--- src/acqst_params.svh ---
`ifndef ACQST_PARAMS_SVH
`define ACQST_PARAMS_SVH

// Register byte offsets
`define ACQST_CTRL_OFF      12'h000
`define ACQST_CFG_OFF       12'h004
`define ACQST_FRAMES_OFF    12'h008
`define ACQST_EXPOSE_OFF    12'h00C
`define ACQST_CLEANS_OFF    12'h010
`define ACQST_SHIFT_OFF     12'h014
`define ACQST_READ_OFF      12'h018
`define ACQST_SHUT_OFF      12'h01C
`define ACQST_STATUS_OFF    12'h020

// CTRL fields (write one to act)
`define ACQST_CTRL_START    0
`define ACQST_CTRL_STOP     1
// CFG fields
`define ACQST_CFG_PERFRAME  0
`define ACQST_CFG_INVERT    1
`define ACQST_CFG_SRC_LO    4
`define ACQST_CFG_SRC_HI    7
`define ACQST_CFG_TRIG_LO   8
`define ACQST_CFG_TRIG_HI   9
`define ACQST_CFG_FALLING   10
`define ACQST_CFG_CONTCLN   11
`define ACQST_CFG_PREOPEN   12
`define ACQST_CFG_KINETICS  13
`define ACQST_CFG_SUBFRM_LO 16
`define ACQST_CFG_SUBFRM_HI 23

// Reset values
`define ACQST_CFG_RST       32'h0000_0000
`define ACQST_FRAMES_RST    32'h0000_0001
`define ACQST_EXPOSE_RST    32'h0000_0064
`define ACQST_CLEANS_RST    32'h0000_0004
`define ACQST_SHIFT_RST     32'h0000_0008
`define ACQST_READ_RST      32'h0000_0020
`define ACQST_SHUT_RST      32'h0000_0010

// One clean cycle and one row shift, in pclk cycles
`define ACQST_CLEAN_CYC     16'h0010
`define ACQST_ROW_CYC       16'h0004

`endif

--- src/acqst_pkg.sv ---
package acqst_pkg;

    typedef enum logic [3:0] {
        SRC_ACQUIRING,
        SRC_EXPOSE_EFF,
        SRC_EXPOSE_PROG,
        SRC_ROW_SHIFT,
        SRC_ALWAYS_HIGH,
        SRC_READOUT,
        SRC_SHUTTER,
        SRC_TRIG_WAIT
    } acqst_src_t;

    typedef enum logic [1:0] {
        TRIG_FREE_RUN,
        TRIG_PER_FRAME,
        TRIG_BULB
    } acqst_trig_t;

    typedef enum logic [3:0] {
        ST_IDLE,
        ST_CLEAN,
        ST_PREOPEN,
        ST_WAIT_TRIG,
        ST_CONT_CLEAN,
        ST_EXPOSE,
        ST_SHIFT,
        ST_READOUT,
        ST_HOLD
    } acqst_state_t;

    typedef struct packed {
        logic        psel;
        logic        penable;
        logic        pwrite;
        logic [11:0] paddr;
        logic [31:0] pwdata;
    } acqst_apb_req_t;

    typedef struct packed {
        logic [31:0] prdata;
        logic        pready;
        logic        pslverr;
    } acqst_apb_rsp_t;

    typedef struct packed {
        logic        per_frame;
        logic        invert;
        acqst_src_t  src;
        acqst_trig_t trig_mode;
        logic        falling;
        logic        cont_clean;
        logic        preopen;
        logic        kinetics;
        logic [7:0]  subframes;
    } acqst_cfg_t;

    typedef struct packed {
        acqst_state_t st;
        acqst_cfg_t   cfg;
        acqst_cfg_t   live;
        logic [31:0]  frames;
        logic [31:0]  expose;
        logic [31:0]  cleans;
        logic [31:0]  shift_rows;
        logic [31:0]  read_rows;
        logic [31:0]  shut_open;
        logic [31:0]  cnt;
        logic [15:0]  sub;
        logic [31:0]  frame_no;
        logic [7:0]   kin_no;
        logic         trig_prev;
        logic         trig_seen;
        logic         acquiring;
        logic         first_done;
        logic         stop_req;
        logic         status_out;
        logic [31:0]  prdata;
    } acqst_state_reg_t;

endpackage

--- src/acqst_core.sv ---
`timescale 1ns/1ns
`include "acqst_params.svh"
module acqst_core (
    input  wire logic                     pclk,
    input  wire logic                     presetn,
    input  wire acqst_pkg::acqst_apb_req_t apb_req,
    output acqst_pkg::acqst_apb_rsp_t     apb_rsp,
    input  wire logic                     trigger_in,
    output logic                          status_out,
    output logic                          shutter_open,
    output logic                          acquiring
);
    import acqst_pkg::*;

    acqst_state_reg_t s_reg;
    acqst_state_reg_t s_next;

    ////////////////////////////////////////////////////////////////////////////
    // Helpers

    // Map a bus word onto the configuration fields
    function automatic acqst_cfg_t cfg_of(input logic [31:0] w);
        acqst_cfg_t c;
        c.per_frame  = w[`ACQST_CFG_PERFRAME];
        c.invert     = w[`ACQST_CFG_INVERT];
        c.src        = acqst_src_t'(w[`ACQST_CFG_SRC_HI:`ACQST_CFG_SRC_LO]);
        c.trig_mode  = acqst_trig_t'(w[`ACQST_CFG_TRIG_HI:`ACQST_CFG_TRIG_LO]);
        c.falling    = w[`ACQST_CFG_FALLING];
        c.cont_clean = w[`ACQST_CFG_CONTCLN];
        c.preopen    = w[`ACQST_CFG_PREOPEN];
        c.kinetics   = w[`ACQST_CFG_KINETICS];
        c.subframes  = w[`ACQST_CFG_SUBFRM_HI:`ACQST_CFG_SUBFRM_LO];
        return c;
    endfunction

    // Inverse of cfg_of, for reads
    function automatic logic [31:0] word_of(input acqst_cfg_t c);
        logic [31:0] w;
        w = 32'h0000_0000;
        w[`ACQST_CFG_PERFRAME]                     = c.per_frame;
        w[`ACQST_CFG_INVERT]                       = c.invert;
        w[`ACQST_CFG_SRC_HI:`ACQST_CFG_SRC_LO]     = c.src;
        w[`ACQST_CFG_TRIG_HI:`ACQST_CFG_TRIG_LO]   = c.trig_mode;
        w[`ACQST_CFG_FALLING]                      = c.falling;
        w[`ACQST_CFG_CONTCLN]                      = c.cont_clean;
        w[`ACQST_CFG_PREOPEN]                      = c.preopen;
        w[`ACQST_CFG_KINETICS]                     = c.kinetics;
        w[`ACQST_CFG_SUBFRM_HI:`ACQST_CFG_SUBFRM_LO] = c.subframes;
        return w;
    endfunction

    // Zero-length settings still take one cycle so no phase is skipped
    function automatic logic [31:0] at_least_one(input logic [31:0] v);
        return (v == 32'h0000_0000) ? 32'h0000_0001 : v;
    endfunction

    ////////////////////////////////////////////////////////////////////////////
    // Next-state logic

    // Per-cycle decodes of the bus, the trigger input and the state register
    logic        wr;
    logic        rd;
    logic        start_cmd;
    logic        stop_cmd;
    logic        trig_edge;
    logic        row_done;
    logic        cnt_done;
    logic        cond;
    logic        last_frame;
    logic [31:0] exp_len;

    // Whole next state in one process
    always_comb begin
        s_next    = s_reg;
        wr        = apb_req.psel & apb_req.penable & apb_req.pwrite;
        rd        = apb_req.psel & ~apb_req.pwrite;
        start_cmd = 1'b0;
        stop_cmd  = 1'b0;
        cond      = 1'b0;
        row_done  = (s_reg.sub == `ACQST_ROW_CYC - 16'h0001);
        cnt_done  = (s_reg.cnt == 32'h0000_0001);
        exp_len   = at_least_one(s_reg.expose);
        // A zero frame count never ends a run
        last_frame = (s_reg.frame_no + 32'h0000_0001 >= s_reg.frames) &&
                     (s_reg.frames != 32'h0000_0000);

        // Edge on the selected polarity; the input is already synchronous
        trig_edge = s_reg.live.falling ? (s_reg.trig_prev & ~trigger_in)
                                       : (~s_reg.trig_prev & trigger_in);
        // Previous level, for the edge test
        s_next.trig_prev = trigger_in;

        // Register writes
        // CTRL itself is not stored; START acts for one cycle, STOP is held in stop_req
        if (wr) begin
            unique case (apb_req.paddr)
                `ACQST_CTRL_OFF: begin
                    start_cmd = apb_req.pwdata[`ACQST_CTRL_START];
                    stop_cmd  = apb_req.pwdata[`ACQST_CTRL_STOP];
                end
                `ACQST_CFG_OFF:    s_next.cfg        = cfg_of(apb_req.pwdata);
                `ACQST_FRAMES_OFF: s_next.frames     = apb_req.pwdata;
                `ACQST_EXPOSE_OFF: s_next.expose     = apb_req.pwdata;
                `ACQST_CLEANS_OFF: s_next.cleans     = apb_req.pwdata;
                `ACQST_SHIFT_OFF:  s_next.shift_rows = apb_req.pwdata;
                `ACQST_READ_OFF:   s_next.read_rows  = apb_req.pwdata;
                `ACQST_SHUT_OFF:   s_next.shut_open  = apb_req.pwdata;
                default: ;
            endcase
        end

        // Read mux, registered on the setup cycle so data is ready in access
        if (rd & ~apb_req.penable) begin
            unique case (apb_req.paddr)
                `ACQST_CFG_OFF:    s_next.prdata = word_of(s_reg.cfg);
                `ACQST_FRAMES_OFF: s_next.prdata = s_reg.frames;
                `ACQST_EXPOSE_OFF: s_next.prdata = s_reg.expose;
                `ACQST_CLEANS_OFF: s_next.prdata = s_reg.cleans;
                `ACQST_SHIFT_OFF:  s_next.prdata = s_reg.shift_rows;
                `ACQST_READ_OFF:   s_next.prdata = s_reg.read_rows;
                `ACQST_SHUT_OFF:   s_next.prdata = s_reg.shut_open;
                `ACQST_STATUS_OFF: s_next.prdata = {s_reg.frame_no[15:0], 8'h00, 2'b00,
                                                    s_reg.acquiring, s_reg.status_out, s_reg.st};
                default:           s_next.prdata = 32'h0000_0000;
            endcase
        end

        // A stop is remembered until the sequencer reaches a frame boundary
        if (stop_cmd) begin
            s_next.stop_req = 1'b1;
        end

        // Row phase restarts with every row
        s_next.sub = (s_reg.st == ST_IDLE || row_done) ? 16'h0000 : s_reg.sub + 16'h0001;
        // Phase timer counts down and holds at zero; a phase ends at one
        if (s_reg.cnt != 32'h0000_0000) begin
            s_next.cnt = s_reg.cnt - 32'h0000_0001;
        end

        unique case (s_reg.st)
            ST_IDLE: begin
                s_next.stop_req = 1'b0;
                if (start_cmd) begin
                    // Output selection is latched only here, between runs
                    s_next.live = s_reg.cfg;
                    s_next.kin_no = 8'h00;
                    if (!s_reg.first_done || !s_reg.cfg.per_frame) begin
                        s_next.frame_no = 32'h0000_0000;
                        s_next.st  = ST_CLEAN;
                        s_next.cnt = at_least_one(s_reg.cleans) *
                                     {16'h0000, `ACQST_CLEAN_CYC};
                    end else begin
                        // Next frame of a per-frame run skips the initial cleans
                        s_next.st  = ST_PREOPEN;
                        s_next.cnt = at_least_one(s_reg.shut_open);
                    end
                end
            end
            ST_CLEAN: begin
                if (cnt_done) begin
                    // Timing mode and shutter choose how exposure is reached
                    s_next.st  = ST_PREOPEN;
                    s_next.cnt = at_least_one(s_reg.shut_open);
                end
            end
            ST_PREOPEN: begin
                // Shutter opening time; without pre-open it only precedes free run
                if (cnt_done ||
                    (s_reg.live.trig_mode != TRIG_FREE_RUN && !s_reg.live.preopen)) begin
                    if (s_reg.live.trig_mode == TRIG_FREE_RUN) begin
                        s_next.st        = ST_EXPOSE;
                        s_next.acquiring = 1'b1;
                        s_next.cnt       = exp_len;
                    end else begin
                        s_next.st        = ST_WAIT_TRIG;
                        s_next.trig_seen = 1'b0;
                    end
                end
            end
            ST_WAIT_TRIG: begin
                // An active edge starts exposure at once
                if (trig_edge) begin
                    s_next.st        = ST_EXPOSE;
                    s_next.acquiring = 1'b1;
                    s_next.cnt       = exp_len;
                end else if (s_reg.live.cont_clean && !s_reg.first_done) begin
                    // No trigger yet: run one complete clean cycle
                    s_next.st  = ST_CONT_CLEAN;
                    s_next.cnt = {16'h0000, `ACQST_CLEAN_CYC};
                end
            end
            ST_CONT_CLEAN: begin
                // An edge mid-cycle waits for the cycle end
                if (trig_edge) begin
                    s_next.trig_seen = 1'b1;
                end
                if (cnt_done) begin
                    // Check again between cycles; a trigger seen mid-cycle counts
                    if (s_reg.trig_seen || trig_edge) begin
                        s_next.st        = ST_EXPOSE;
                        s_next.acquiring = 1'b1;
                        s_next.cnt       = exp_len;
                    end else begin
                        s_next.st = ST_WAIT_TRIG;
                    end
                end
            end
            ST_EXPOSE: begin
                // Bulb mode ends exposure as soon as the input is at its inactive level
                if ((s_reg.live.trig_mode == TRIG_BULB) ?
                    (s_reg.live.falling ? trigger_in : ~trigger_in) : cnt_done) begin
                    // Rows move toward the serial register next
                    s_next.st  = ST_SHIFT;
                    s_next.cnt = at_least_one(s_reg.shift_rows) *
                                 {16'h0000, `ACQST_ROW_CYC};
                    s_next.sub = 16'h0000;
                end
            end
            ST_SHIFT: begin
                if (cnt_done) begin
                    if (s_reg.live.kinetics &&
                        s_reg.kin_no + 8'h01 < s_reg.live.subframes) begin
                        // Another subframe fits under the mask
                        s_next.kin_no = s_reg.kin_no + 8'h01;
                        // Multiple-trigger kinetics re-arms per subframe
                        s_next.st     = (s_reg.live.trig_mode == TRIG_PER_FRAME) ?
                                        ST_WAIT_TRIG : ST_EXPOSE;
                        s_next.cnt    = exp_len;
                    end else begin
                        // Whole sensor is read row by row
                        s_next.st  = ST_READOUT;
                        s_next.cnt = at_least_one(s_reg.read_rows) *
                                     {16'h0000, `ACQST_ROW_CYC};
                        s_next.sub = 16'h0000;
                    end
                end
            end
            ST_READOUT: begin
                if (cnt_done) begin
                    s_next.frame_no   = s_reg.frame_no + 32'h0000_0001;
                    s_next.first_done = 1'b1;
                    s_next.kin_no     = 8'h00;
                    if (s_reg.live.per_frame) begin
                        // Wait for the host to stop and restart
                        s_next.st = ST_HOLD;
                    end else if (s_reg.stop_req || stop_cmd || last_frame) begin
                        // Stops end a non per-frame run only here, between frames
                        s_next.st        = ST_IDLE;
                        s_next.acquiring = 1'b0;
                        s_next.first_done = 1'b0;
                    end else if (s_reg.live.trig_mode == TRIG_FREE_RUN) begin
                        s_next.st  = ST_EXPOSE;
                        s_next.cnt = exp_len;
                    end else begin
                        s_next.st = ST_WAIT_TRIG;
                    end
                end
            end
            ST_HOLD: begin
                // Per-frame: camera disabled until stop; frames=0 means free run
                if (s_reg.stop_req || stop_cmd) begin
                    s_next.st = ST_IDLE;
                    // frame_no already counts the frame just read
                    if (s_reg.frame_no >= s_reg.frames && s_reg.frames != 32'h0000_0000) begin
                        s_next.acquiring  = 1'b0;
                        s_next.first_done = 1'b0;
                    end
                end
            end
            default: s_next.st = ST_IDLE;
        endcase

        // A stop while idle halts a per-frame run, whatever its frame count
        // Per-frame runs rest here between frames
        if (s_reg.st == ST_IDLE && stop_cmd) begin
            s_next.acquiring  = 1'b0;
            s_next.first_done = 1'b0;
        end

        // Status condition for the live source
        // Decoded from registered state, so glitch free;
        // the price is one cycle of lag on every source
        unique case (s_reg.live.src)
            SRC_ACQUIRING:   cond = s_reg.acquiring;
            SRC_EXPOSE_EFF:  cond = (s_reg.st == ST_EXPOSE);
            SRC_EXPOSE_PROG: cond = (s_reg.st == ST_EXPOSE);
            SRC_ROW_SHIFT: begin
                // Pulse each row time, high for the first half of it; steady high during kinetics shifts
                if (s_reg.st == ST_SHIFT) begin
                    cond = s_reg.live.kinetics ? 1'b1 :
                           (s_reg.sub < (`ACQST_ROW_CYC >> 1));
                end else if (s_reg.st == ST_READOUT) begin
                    cond = s_reg.sub < (`ACQST_ROW_CYC >> 1);
                end
            end
            SRC_ALWAYS_HIGH: cond = 1'b1;
            SRC_READOUT:     cond = (s_reg.st == ST_READOUT);
            SRC_SHUTTER:     cond = (s_reg.st == ST_EXPOSE) ||
                                    (s_reg.st == ST_PREOPEN && s_reg.live.trig_mode == TRIG_FREE_RUN);
            SRC_TRIG_WAIT:   cond = (s_reg.st == ST_WAIT_TRIG) ||
                                    (s_reg.st == ST_CONT_CLEAN);
            default:         cond = 1'b0;
        endcase

        // Constant high ignores inversion; the level itself is the setting
        // so inversion never makes it a steady low
        if (s_reg.live.src == SRC_ALWAYS_HIGH) begin
            s_next.status_out = 1'b1;
        end else begin
            s_next.status_out = cond ^ s_reg.live.invert;
        end
    end

    ////////////////////////////////////////////////////////////////////////////
    // State register

    // Reset loads the power-on settings
    always_ff @(posedge pclk or negedge presetn) begin
        if (!presetn) begin
            s_reg            <= '0;
            s_reg.st         <= ST_IDLE;
            s_reg.cfg        <= cfg_of(`ACQST_CFG_RST);
            s_reg.live       <= cfg_of(`ACQST_CFG_RST);
            s_reg.frames     <= `ACQST_FRAMES_RST;
            s_reg.expose     <= `ACQST_EXPOSE_RST;
            s_reg.cleans     <= `ACQST_CLEANS_RST;
            s_reg.shift_rows <= `ACQST_SHIFT_RST;
            s_reg.read_rows  <= `ACQST_READ_RST;
            s_reg.shut_open  <= `ACQST_SHUT_RST;
        end else begin
            s_reg <= s_next;
        end
    end

    ////////////////////////////////////////////////////////////////////////////
    // Outputs

    // Zero-wait slave; unmapped addresses read zero without error
    assign apb_rsp         = '{prdata:  s_reg.prdata,
                               pready:  1'b1,
                               pslverr: 1'b0};
    assign status_out      = s_reg.status_out;
    assign acquiring       = s_reg.acquiring;
    // Opening phase counts as shutter open
    assign shutter_open    = (s_reg.st == ST_EXPOSE) || (s_reg.st == ST_PREOPEN);

endmodule

--- config.mk ---
export PLATFORM = sky130hd
export DESIGN_NAME = acqst_core
export DESIGN_NICKNAME = d
export VERILOG_FILES = /design/src/acqst_pkg.sv /design/src/acqst_core.sv
export VERILOG_INCLUDE_DIRS = /design/src
export SDC_FILE = /design/constraint.sdc
export NUM_CORES = 1
export LEC_CHECK = 0
export ABC_AREA = 1
export BUFFER_PORTS_ARGS = -buffer_cell sky130_fd_sc_hd__buf_4
export CORE_UTILIZATION = 35
export CTS_BUF_LIST = sky130_fd_sc_hd__clkbuf_2 sky130_fd_sc_hd__clkbuf_4 sky130_fd_sc_hd__clkbuf_8
export CTS_CLUSTER_DIAMETER = 100
export DETAILED_ROUTE_END_ITERATION = 8
export GPL_ROUTABILITY_DRIVEN = 0
export SETUP_SLACK_MARGIN = 0.3
export SLEW_MARGIN = 10
export SYNTH_ARGS = -nofsm -noshare
export SYNTH_HDL_FRONTEND = slang
export SYNTH_SLANG_ARGS = --single-unit
--- constraint.sdc ---
create_clock -name pclk -period 11.1 [get_ports pclk]
set_input_delay 2.22 -clock pclk [delete_from_list [all_inputs] [get_ports pclk]]
set_output_delay 2.22 -clock pclk [all_outputs]
set_load 0.02 [all_outputs]
# Yosys cells after proc, flatten, opt, wreduce, memory -nomap -nowiden
# Cells that the tools add are included.
[totals] reg_bits=362
[op_classes] n_eq_ne=50 n_lt_le_gt_ge=4 reduce_logical=52 mux=80 bitwise_logic=11 add_sub_neg=4
[ops] operator="32-bit two-way mux" count=17
[ops] operator="32-bit case mux with 8 select lines" count=2
[ops] operator="32-bit zero test" count=5
[ops] operator="48-bit two-way mux" count=2
[ops] operator="40-bit two-way mux" count=2
[ops] operator="32-bit greater-or-equal comparator" count=2
[ops] operator="32-bit case mux with 2 select lines" count=1
[ops] operator="32-bit nonzero test" count=2
[ops] operator="30-bit two-way mux" count=2
[ops] operator="12-bit by 5-bit == test with 1-bit output (second input constant)" count=4
[ops] operator="4-bit two-way mux" count=12
[ops] operator="4-bit case mux with 9 select lines" count=1
[ops] operator="3-bit inequality test (second input constant)" count=11
[ops] operator="32-bit by 1-bit adder with 32-bit output (second input constant)" count=1
[ops] operator="32-bit by 1-bit == test with 1-bit output (second input constant)" count=1
[ops] operator="4-bit by 3-bit == test with 1-bit output (second input constant)" count=8
[ops] operator="16-bit two-way mux" count=2
[ops] operator="16-bit case mux with 2 select lines" count=1
[ops] operator="32-bit by 1-bit subtractor with 32-bit output (second input constant)" count=1
[ops] operator="28-bit two-way mux" count=1
[ops] operator="12-bit by 4-bit == test with 1-bit output (second input constant)" count=2
[ops] operator="2-bit inequality test (second input constant)" count=12
[ops] operator="8-bit case mux with 3 select lines" count=1
[ops] operator="1-bit two-way mux" count=18
[ops] operator="36 further kinds" count=90

# Longest topological paths before layout
# Gate-level depths: netlist (run 1).
[depth] word_depth=10 ltp_mapped=30

# Worst setup path after synthesis (run 1)
# Ideal clock, no wire load.
[synth_timing] kind="input to register" start="input port apb_req[33] (netlist bit)" end="register s_reg[109] (netlist bit)" setup_ns=0.121 arrival_ns=3.681 path_buffers=0 setup_slack_ns=7.298 cell_stages=12 required_ns=10.979 path_cell_list="nor2_4 nand3_1 nor2_1 nand3_1 nand2_1 inv_1 nor2_4 nand4_4 nor2_1 nand4_1 a21oi_1 nand2_1"
[synth_lines] element="start, declared" line_no="acqst_core.sv:6" source="input wire acqst_pkg::acqst_apb_req_t apb_req,"
[synth_lines] element="end signal, assigned" line_no="acqst_core.sv:331" source="s_reg <= s_next;"
[synth_lines] element="end, declared" line_no="acqst_core.sv:15" source="acqst_state_reg_t s_reg;"

==> impl_metrics.ini, run 1 <==
[timing]
slew_viol_final = 0
final.setup.worst_slack_ps = 6085
max_freq_mhz = 199.4
finalSetupTns_ps = 0
rsz0062_at_grt = no
setup_viol_count_final = 0
worstMarginPinSlew_ps = 1218
hold_viol_final = 0
fin_crit_sh = 0.4518
slew_headroom = 0.1871
skew_ps = 47.02
period_needed_ps = 5015
fin_hold_ws_ps = 460.8

[setup_path]
regToRegEndpoint = s_reg[124]
startpoint = s_reg[51]
r2r_cells = 23
crit_type = reg2reg
critPathLaunchType = flip-flop
crit_family = simple AND/OR/NAND/NOR gates
r2r_start = s_reg[51]
crit_fanout = 13
ff2ff_setup_slack_ps = 6090
cp_common_cell = nand2_1
crit_chain = inv_1 -> nor4_1 -> nand2_1 -> nor2_1 -> nand2_1 -> nor2_4 -> nand3_1 -> nor3_2 -> xor2_1 -> inv_1 -> ha_1 -> a21oi_1 -> nor2_1 -> nor2_1 -> nand3_1 -> nor2_1 -> nand2_1 -> nand2_1 -> nand3_1 -> nand2_1 -> nand3_1 -> o21ai_0 -> nand4_1
cp-end-kind = flip-flop
max_stage_delay_ps = 560
crit_buf_inv = 2
slowest_stage = nand3_1
arrival_ps = 5500
worstPathRequired_ps = 11590
worstSetupPathDepth = 23

[drt]
routed_wl_mm = 93.44
postRouteAntennaNets = 0
avgRoutedWirePerCell_um = 22.41
first_pass_iters = 6
first_iter_violations = 3057
remaining_drc_errors = 0
vias = 23489
viasPerCell = 5.634

[yosys]
netlist_area_um2 = 23280
syn_avg_cell_area_um2 = 7.201
synth-edff-count = 0
ys.warnings.count = 0
yosysSeqAreaShare = 0.3895
async_flop_share = 1.000
syn_inst = 3233
synth_fp_nets = 3359
synth_flop_cell = dfrtp_1
synth_cell_type_count = 57
yosys_register_bits = 362

[layout]
final_cells = 4169
fin_area_um2 = 25900
largest_register_ffs = 328
utilization = 0.3940
final_nets = 3385
drive_above_1_share = 0.09897
area_delta_synth_final_pct = 11.26

[global_routing]
grt_max_degree = 101
grt_pass1_wl_mm = 140.5
grt_usage = 0.2751
grt.overflow.total = 0
grt_pass1_vias = 22256
antenna_found_initial = 2

[cts]
htreeDepth = 3
hold_buffers = 0
numCtsBuffers = 66
cts_setup_buffers = 0
path_clk_slew_ps = 60
cts_tree = done
cts_resized = 0
cts_buffer_depth = 3
root_buffer = clkbuf_8
clk_latency_ps = 670
clock-sinks = 362

[flow_run]
cap_violations = 0

[place]
place_ws_ps = 5969
dpl.hpwl_mm = 68.96
dp_cells = 4055
placed_area_um2 = 24500
port_buffers = 84

[power]
max-vdd-ir-drop_mv = 0.07438
totalPowerFinal_mw = 2.786
power_density_nw_per_um2 = 107.6
p_leak_nw = 11.59

[hold_path]
hold_depth = 1
hp-start = s_reg[78]
hold_class = reg2reg
min_to = s_reg[78]

[floorplan]
io_pins = 87
die_area_um2 = 67560
core_area_um2 = 65750
die_h_um = 259.9
fp.dieW_um = 259.9
num_rows = 94
initial_core_util = 0.3541

[outcome]
status = completed
final cells by class:
| cell class | count | area, µm² |
|---|---|---|
| fill | 6879 | 39840 |
| multi-input combinational | 2235 | 11680 |
| sequential | 362 | 9069 |
| inverter | 479 | 1798 |
| clock buffer | 107 | 1354 |
| tap | 864 | 1081 |
| timing repair buffer | 115 | 870.8 |
| clock inverter | 6 | 48.80 |
| antenna | 1 | 2.502 |
cell families after synthesis:
group / Yosys count / share of synthesized area
buf+inv: 636 / 0.1102
xor+xnor: 56 / 0.02107
other cells: 2 / 0.0003226
simple gates: 1297 / 0.2465
compound gates: 804 / 0.1916
fa+ha+maj: 76 / 0.04084
flops: 362 / 0.3895
cells in the mapped netlist, types with 21 or more instances:
| cell | instances | share of area |
|---|---|---|
| o21ai_1 | 24 | 0.0052 |
| o211ai_1 | 34 | 0.011 |
| xor2_1 | 45 | 0.017 |
| o41ai_1 | 32 | 0.012 |
| nand4_1 | 85 | 0.023 |
| a21oi_1 | 145 | 0.031 |
| nand2_1 | 677 | 0.11 |
| clkbuf_1 | 99 | 0.016 |
| buf_4 | 36 | 0.012 |
| nor2_1 | 255 | 0.041 |
| ha_1 | 76 | 0.041 |
| o21ai_0 | 433 | 0.093 |
| o22ai_1 | 99 | 0.027 |
| inv_2 | 21 | 0.0034 |
| inv_1 | 455 | 0.073 |
| nor4_1 | 21 | 0.0056 |
| nor3_1 | 28 | 0.0060 |
| dfrtp_1 | 354 | 0.38 |
| nand3_1 | 166 | 0.036 |
placed cells by master, fill, tap and decap left out, drive strengths merged, types with 2 or more instances in the layout:
cell type and count:
o21bai 4, nor3 34, conb 2, a22oi 4
dfstp 8, xnor2 11, a31oi 4, nand2 689
clkinv 5, a21o 2, o211ai 34, nand3 173
or2 2, o41ai 32, o21a 4, nand4 87
clkbuf 107, o21ai 461, o22ai 99, nor3b 3
nor4 21, a211oi 2, o221ai 2, a221oi 2
nand3b 4, inv 479, ha 76, buf 115
nor2 281, dfrtp 354, xor2 45, a22o 4
a21oi 145
worst max-delay path by stage:
stage                     slack (ps)         end
after CTS                       6190  s_reg[124]
after detailed placement        5970   s_reg[74]
final                           6090  s_reg[124]
after global routing            5770  s_reg[124]
after floorplan                 7300  s_reg[109]
after global placement          6020   s_reg[50]
layer usage:
metal  share of wire  global-route usage  up-vias
li1                -                   -    10786
met1            0.41              0.3667    10967
met2            0.43              0.4122     1437
met3            0.12             0.07232      295
met4           0.049              0.1322        4
met5         0.00036                   0        -
power breakdown:
| part | total, mW | internal (mW) | switching [mW] | leakage [nW] |
|---|---|---|---|---|
| registers | 1.32 | 1.32 | 0.00147 | 4.64 |
| logic | 0.0812 | 0.0172 | 0.0640 | 6.21 |
| clock network | 1.38 | 0.771 | 0.611 | 0.745 |
(Power assumes the default switching activity.)
==> run 2: changes to the inputs <==
- clock period: 11.1 -> 4.3 ns (I/O delays scaled with it)
==> run 2 against run 1 <==
Net effect: register-to-register slack got worse by 5700 ps; via count rose by 1.5%; combinational power rose to 2.7 times the previous value; clock skew rose by 5.5 ps; non-clock buffer count rose by 48.
==> impl_metrics.ini, run 2 (synthesis gave the netlist of run 1 again) <==
[outcome]
status = completed

[place]
port_buffers = 84
dp_cells = 4091
placed_area_um2 = 24810
place_ws_ps = -14.84
dpl.hpwl_mm = 71.07

[timing]
period_needed_ps = 3954
final.setup.worst_slack_ps = 346.3
worstMarginPinSlew_ps = 873.4
fin_crit_sh = 0.9195
max_freq_mhz = 252.9
slew_headroom = 0.4101
fin_hold_ws_ps = 213.0
hold_viol_final = 0
rsz0062_at_grt = yes
setup_viol_count_final = 0
skew_ps = 52.48
slew_viol_final = 0

[setup_path]
worstSetupPathDepth = 27
startpoint = s_reg[46]
crit_type = reg2reg
regToRegEndpoint = s_reg[95]
r2r_start = s_reg[46]
ff2ff_setup_slack_ps = 350
crit_buf_inv = 2
r2r_cells = 27
arrival_ps = 4590
max_stage_delay_ps = 410
crit_end = s_reg[95]
cp_common_cell = nor2_1
critPathLaunchType = flip-flop
crit_family = simple AND/OR/NAND/NOR gates
slowest_stage = dfrtp_1
worstPathRequired_ps = 4940
cp-end-kind = flip-flop
crit_fanout = 5

[drt]
first_iter_violations = 3413
first_pass_iters = 6
routed_wl_mm = 94.62
postRouteAntennaNets = 0
remaining_drc_errors = 0
vias = 23844
viasPerCell = 5.654
avgRoutedWirePerCell_um = 22.44

[global_routing]
grt_usage = 0.2757
antenna_found_initial = 1
grt_pass1_wl_mm = 140.5
grt_max_degree = 100
grt.overflow.total = 0
grt_pass1_vias = 22121

[layout]
diodes = 0
largest_register_ffs = 328
final_cells = 4217
utilization = 0.4024
fin_area_um2 = 26460
final_nets = 3431
drive_above_1_share = 0.1235
area_delta_synth_final_pct = 13.64
nFillCells = 6852
final_cell_mix = nand2_1 (657), inv_1 (454), o21ai_0 (430), dfrtp_1 (353), nor2_1 (246)
final_common_cell = nand2_1

[cts]
htreeDepth = 2
cts_tree = done
path_clk_slew_ps = 70
numCtsBuffers = 61
root_buffer = clkbuf_8
cts_buffer_depth = 3
clk_latency_ps = 710
hold_buffers = 0
clock-sinks = 362

[hold_path]
hold_class = in2async

[power]
p_leak_nw = 11.86
max-vdd-ir-drop_mv = 0.2080
power_density_nw_per_um2 = 265.1

[floorplan]
io_pins = 87
fp.dieW_um = 259.9
die_h_um = 259.9
die_area_um2 = 67560
core_area_um2 = 65750
num_rows = 94
initial_core_util = 0.3541

[flow_run]
cap_violations = 0
[run 2: changes by cell type in the layout (fill, tap and decap cells not counted), sizes merged]
cell / previous run / this run
diode: 1 / 0
inv: 479 / 478
nand2: 689 / 692
bufinv: 0 / 2
clkbuf: 107 / 95
buf: 115 / 163
clkinvlp: 1 / 2
clkinv: 5 / 13
[run 2: final cells by class]
cell class | instances | area [µm²] | area share
Multi-Input combinational cell | 2238 | 11920 | 0.4505
Sequential cell | 362 | 9070 | 0.3428
Inverter | 479 | 1798 | 0.06795
Timing Repair Buffer | 163 | 1280 | 0.04838
Clock buffer | 95 | 1170 | 0.04421
Tap cell | 864 | 1081 | 0.04086
Clock inverter | 16 | 141.4 | 0.005344
[run 2: metrics by stage]
stage | total power, mW | setup TNS, ps
6_report | 7.015 | 0
5_1_grt | 7.207 | 0
4_1_cts | 7.060 | 0
3_5_place_dp | 3.694 | -14.84
3_3_place_gp | 3.694 | 0
2_1_floorplan | 3.527 | 0
[run 2: worst register-to-register path, stage by stage, from the launching register on]
cell     delay (ps)
dfrtp_1         410
ha_2            220
nand2_2          70
nor2_4          130
nand4_4         100
nor2_2          120
nand4_1         150
nor3_2          230
nand3_2         140
nor2_2          150
nand2_1         100
xnor2_2         150
ha_1            280
nand2_1         100
nor2_1           60
nor2_1           80
nand3_1         100
nor2_2          120
nand2_2         110
nand2_4         150
nand3_4          80
buf_6           130
nor2_4          150
nand2_8         130
buf_4           170
o21ai_2         110
nor2_1           60
nor2_1           90
[run 2: power by group]
group          internal [mW]  switching [mW]
logic                 0.0511           0.166
registers               3.41         0.00371
clock network           1.85            1.53
total                   5.31            1.70
[run 2: worst min path at each step]
stage	from	endpoint	slack [ps]	depth (start not counted)
6_report	presetn	s_reg[291]	210	1
5_1_grt	presetn	s_reg[355]	260	1
4_1_cts	presetn	s_reg[291]	240	1
3_3_place_gp	s_reg[78]	s_reg[78]	450	1
2_1_floorplan	s_reg[78]	s_reg[78]	430	1
3_5_place_dp	s_reg[78]	s_reg[78]	460	1
[run 2: repair_timing]
item,CTS,global route
setup buffers,1,11
setup endpoints to repair,30,49
pin swaps,1,25
resized for setup,10,47
gates cloned,1,2
[run 2: per-layer routing]
metal	up-vias	track usage	wire (µm)
met1	11136	0.3771	38470
met2	1529	0.4172	40820
li1	10881	-	-
met3	298	0.05819	10570
met5	-	0	0
met4	0	0.1217	4754
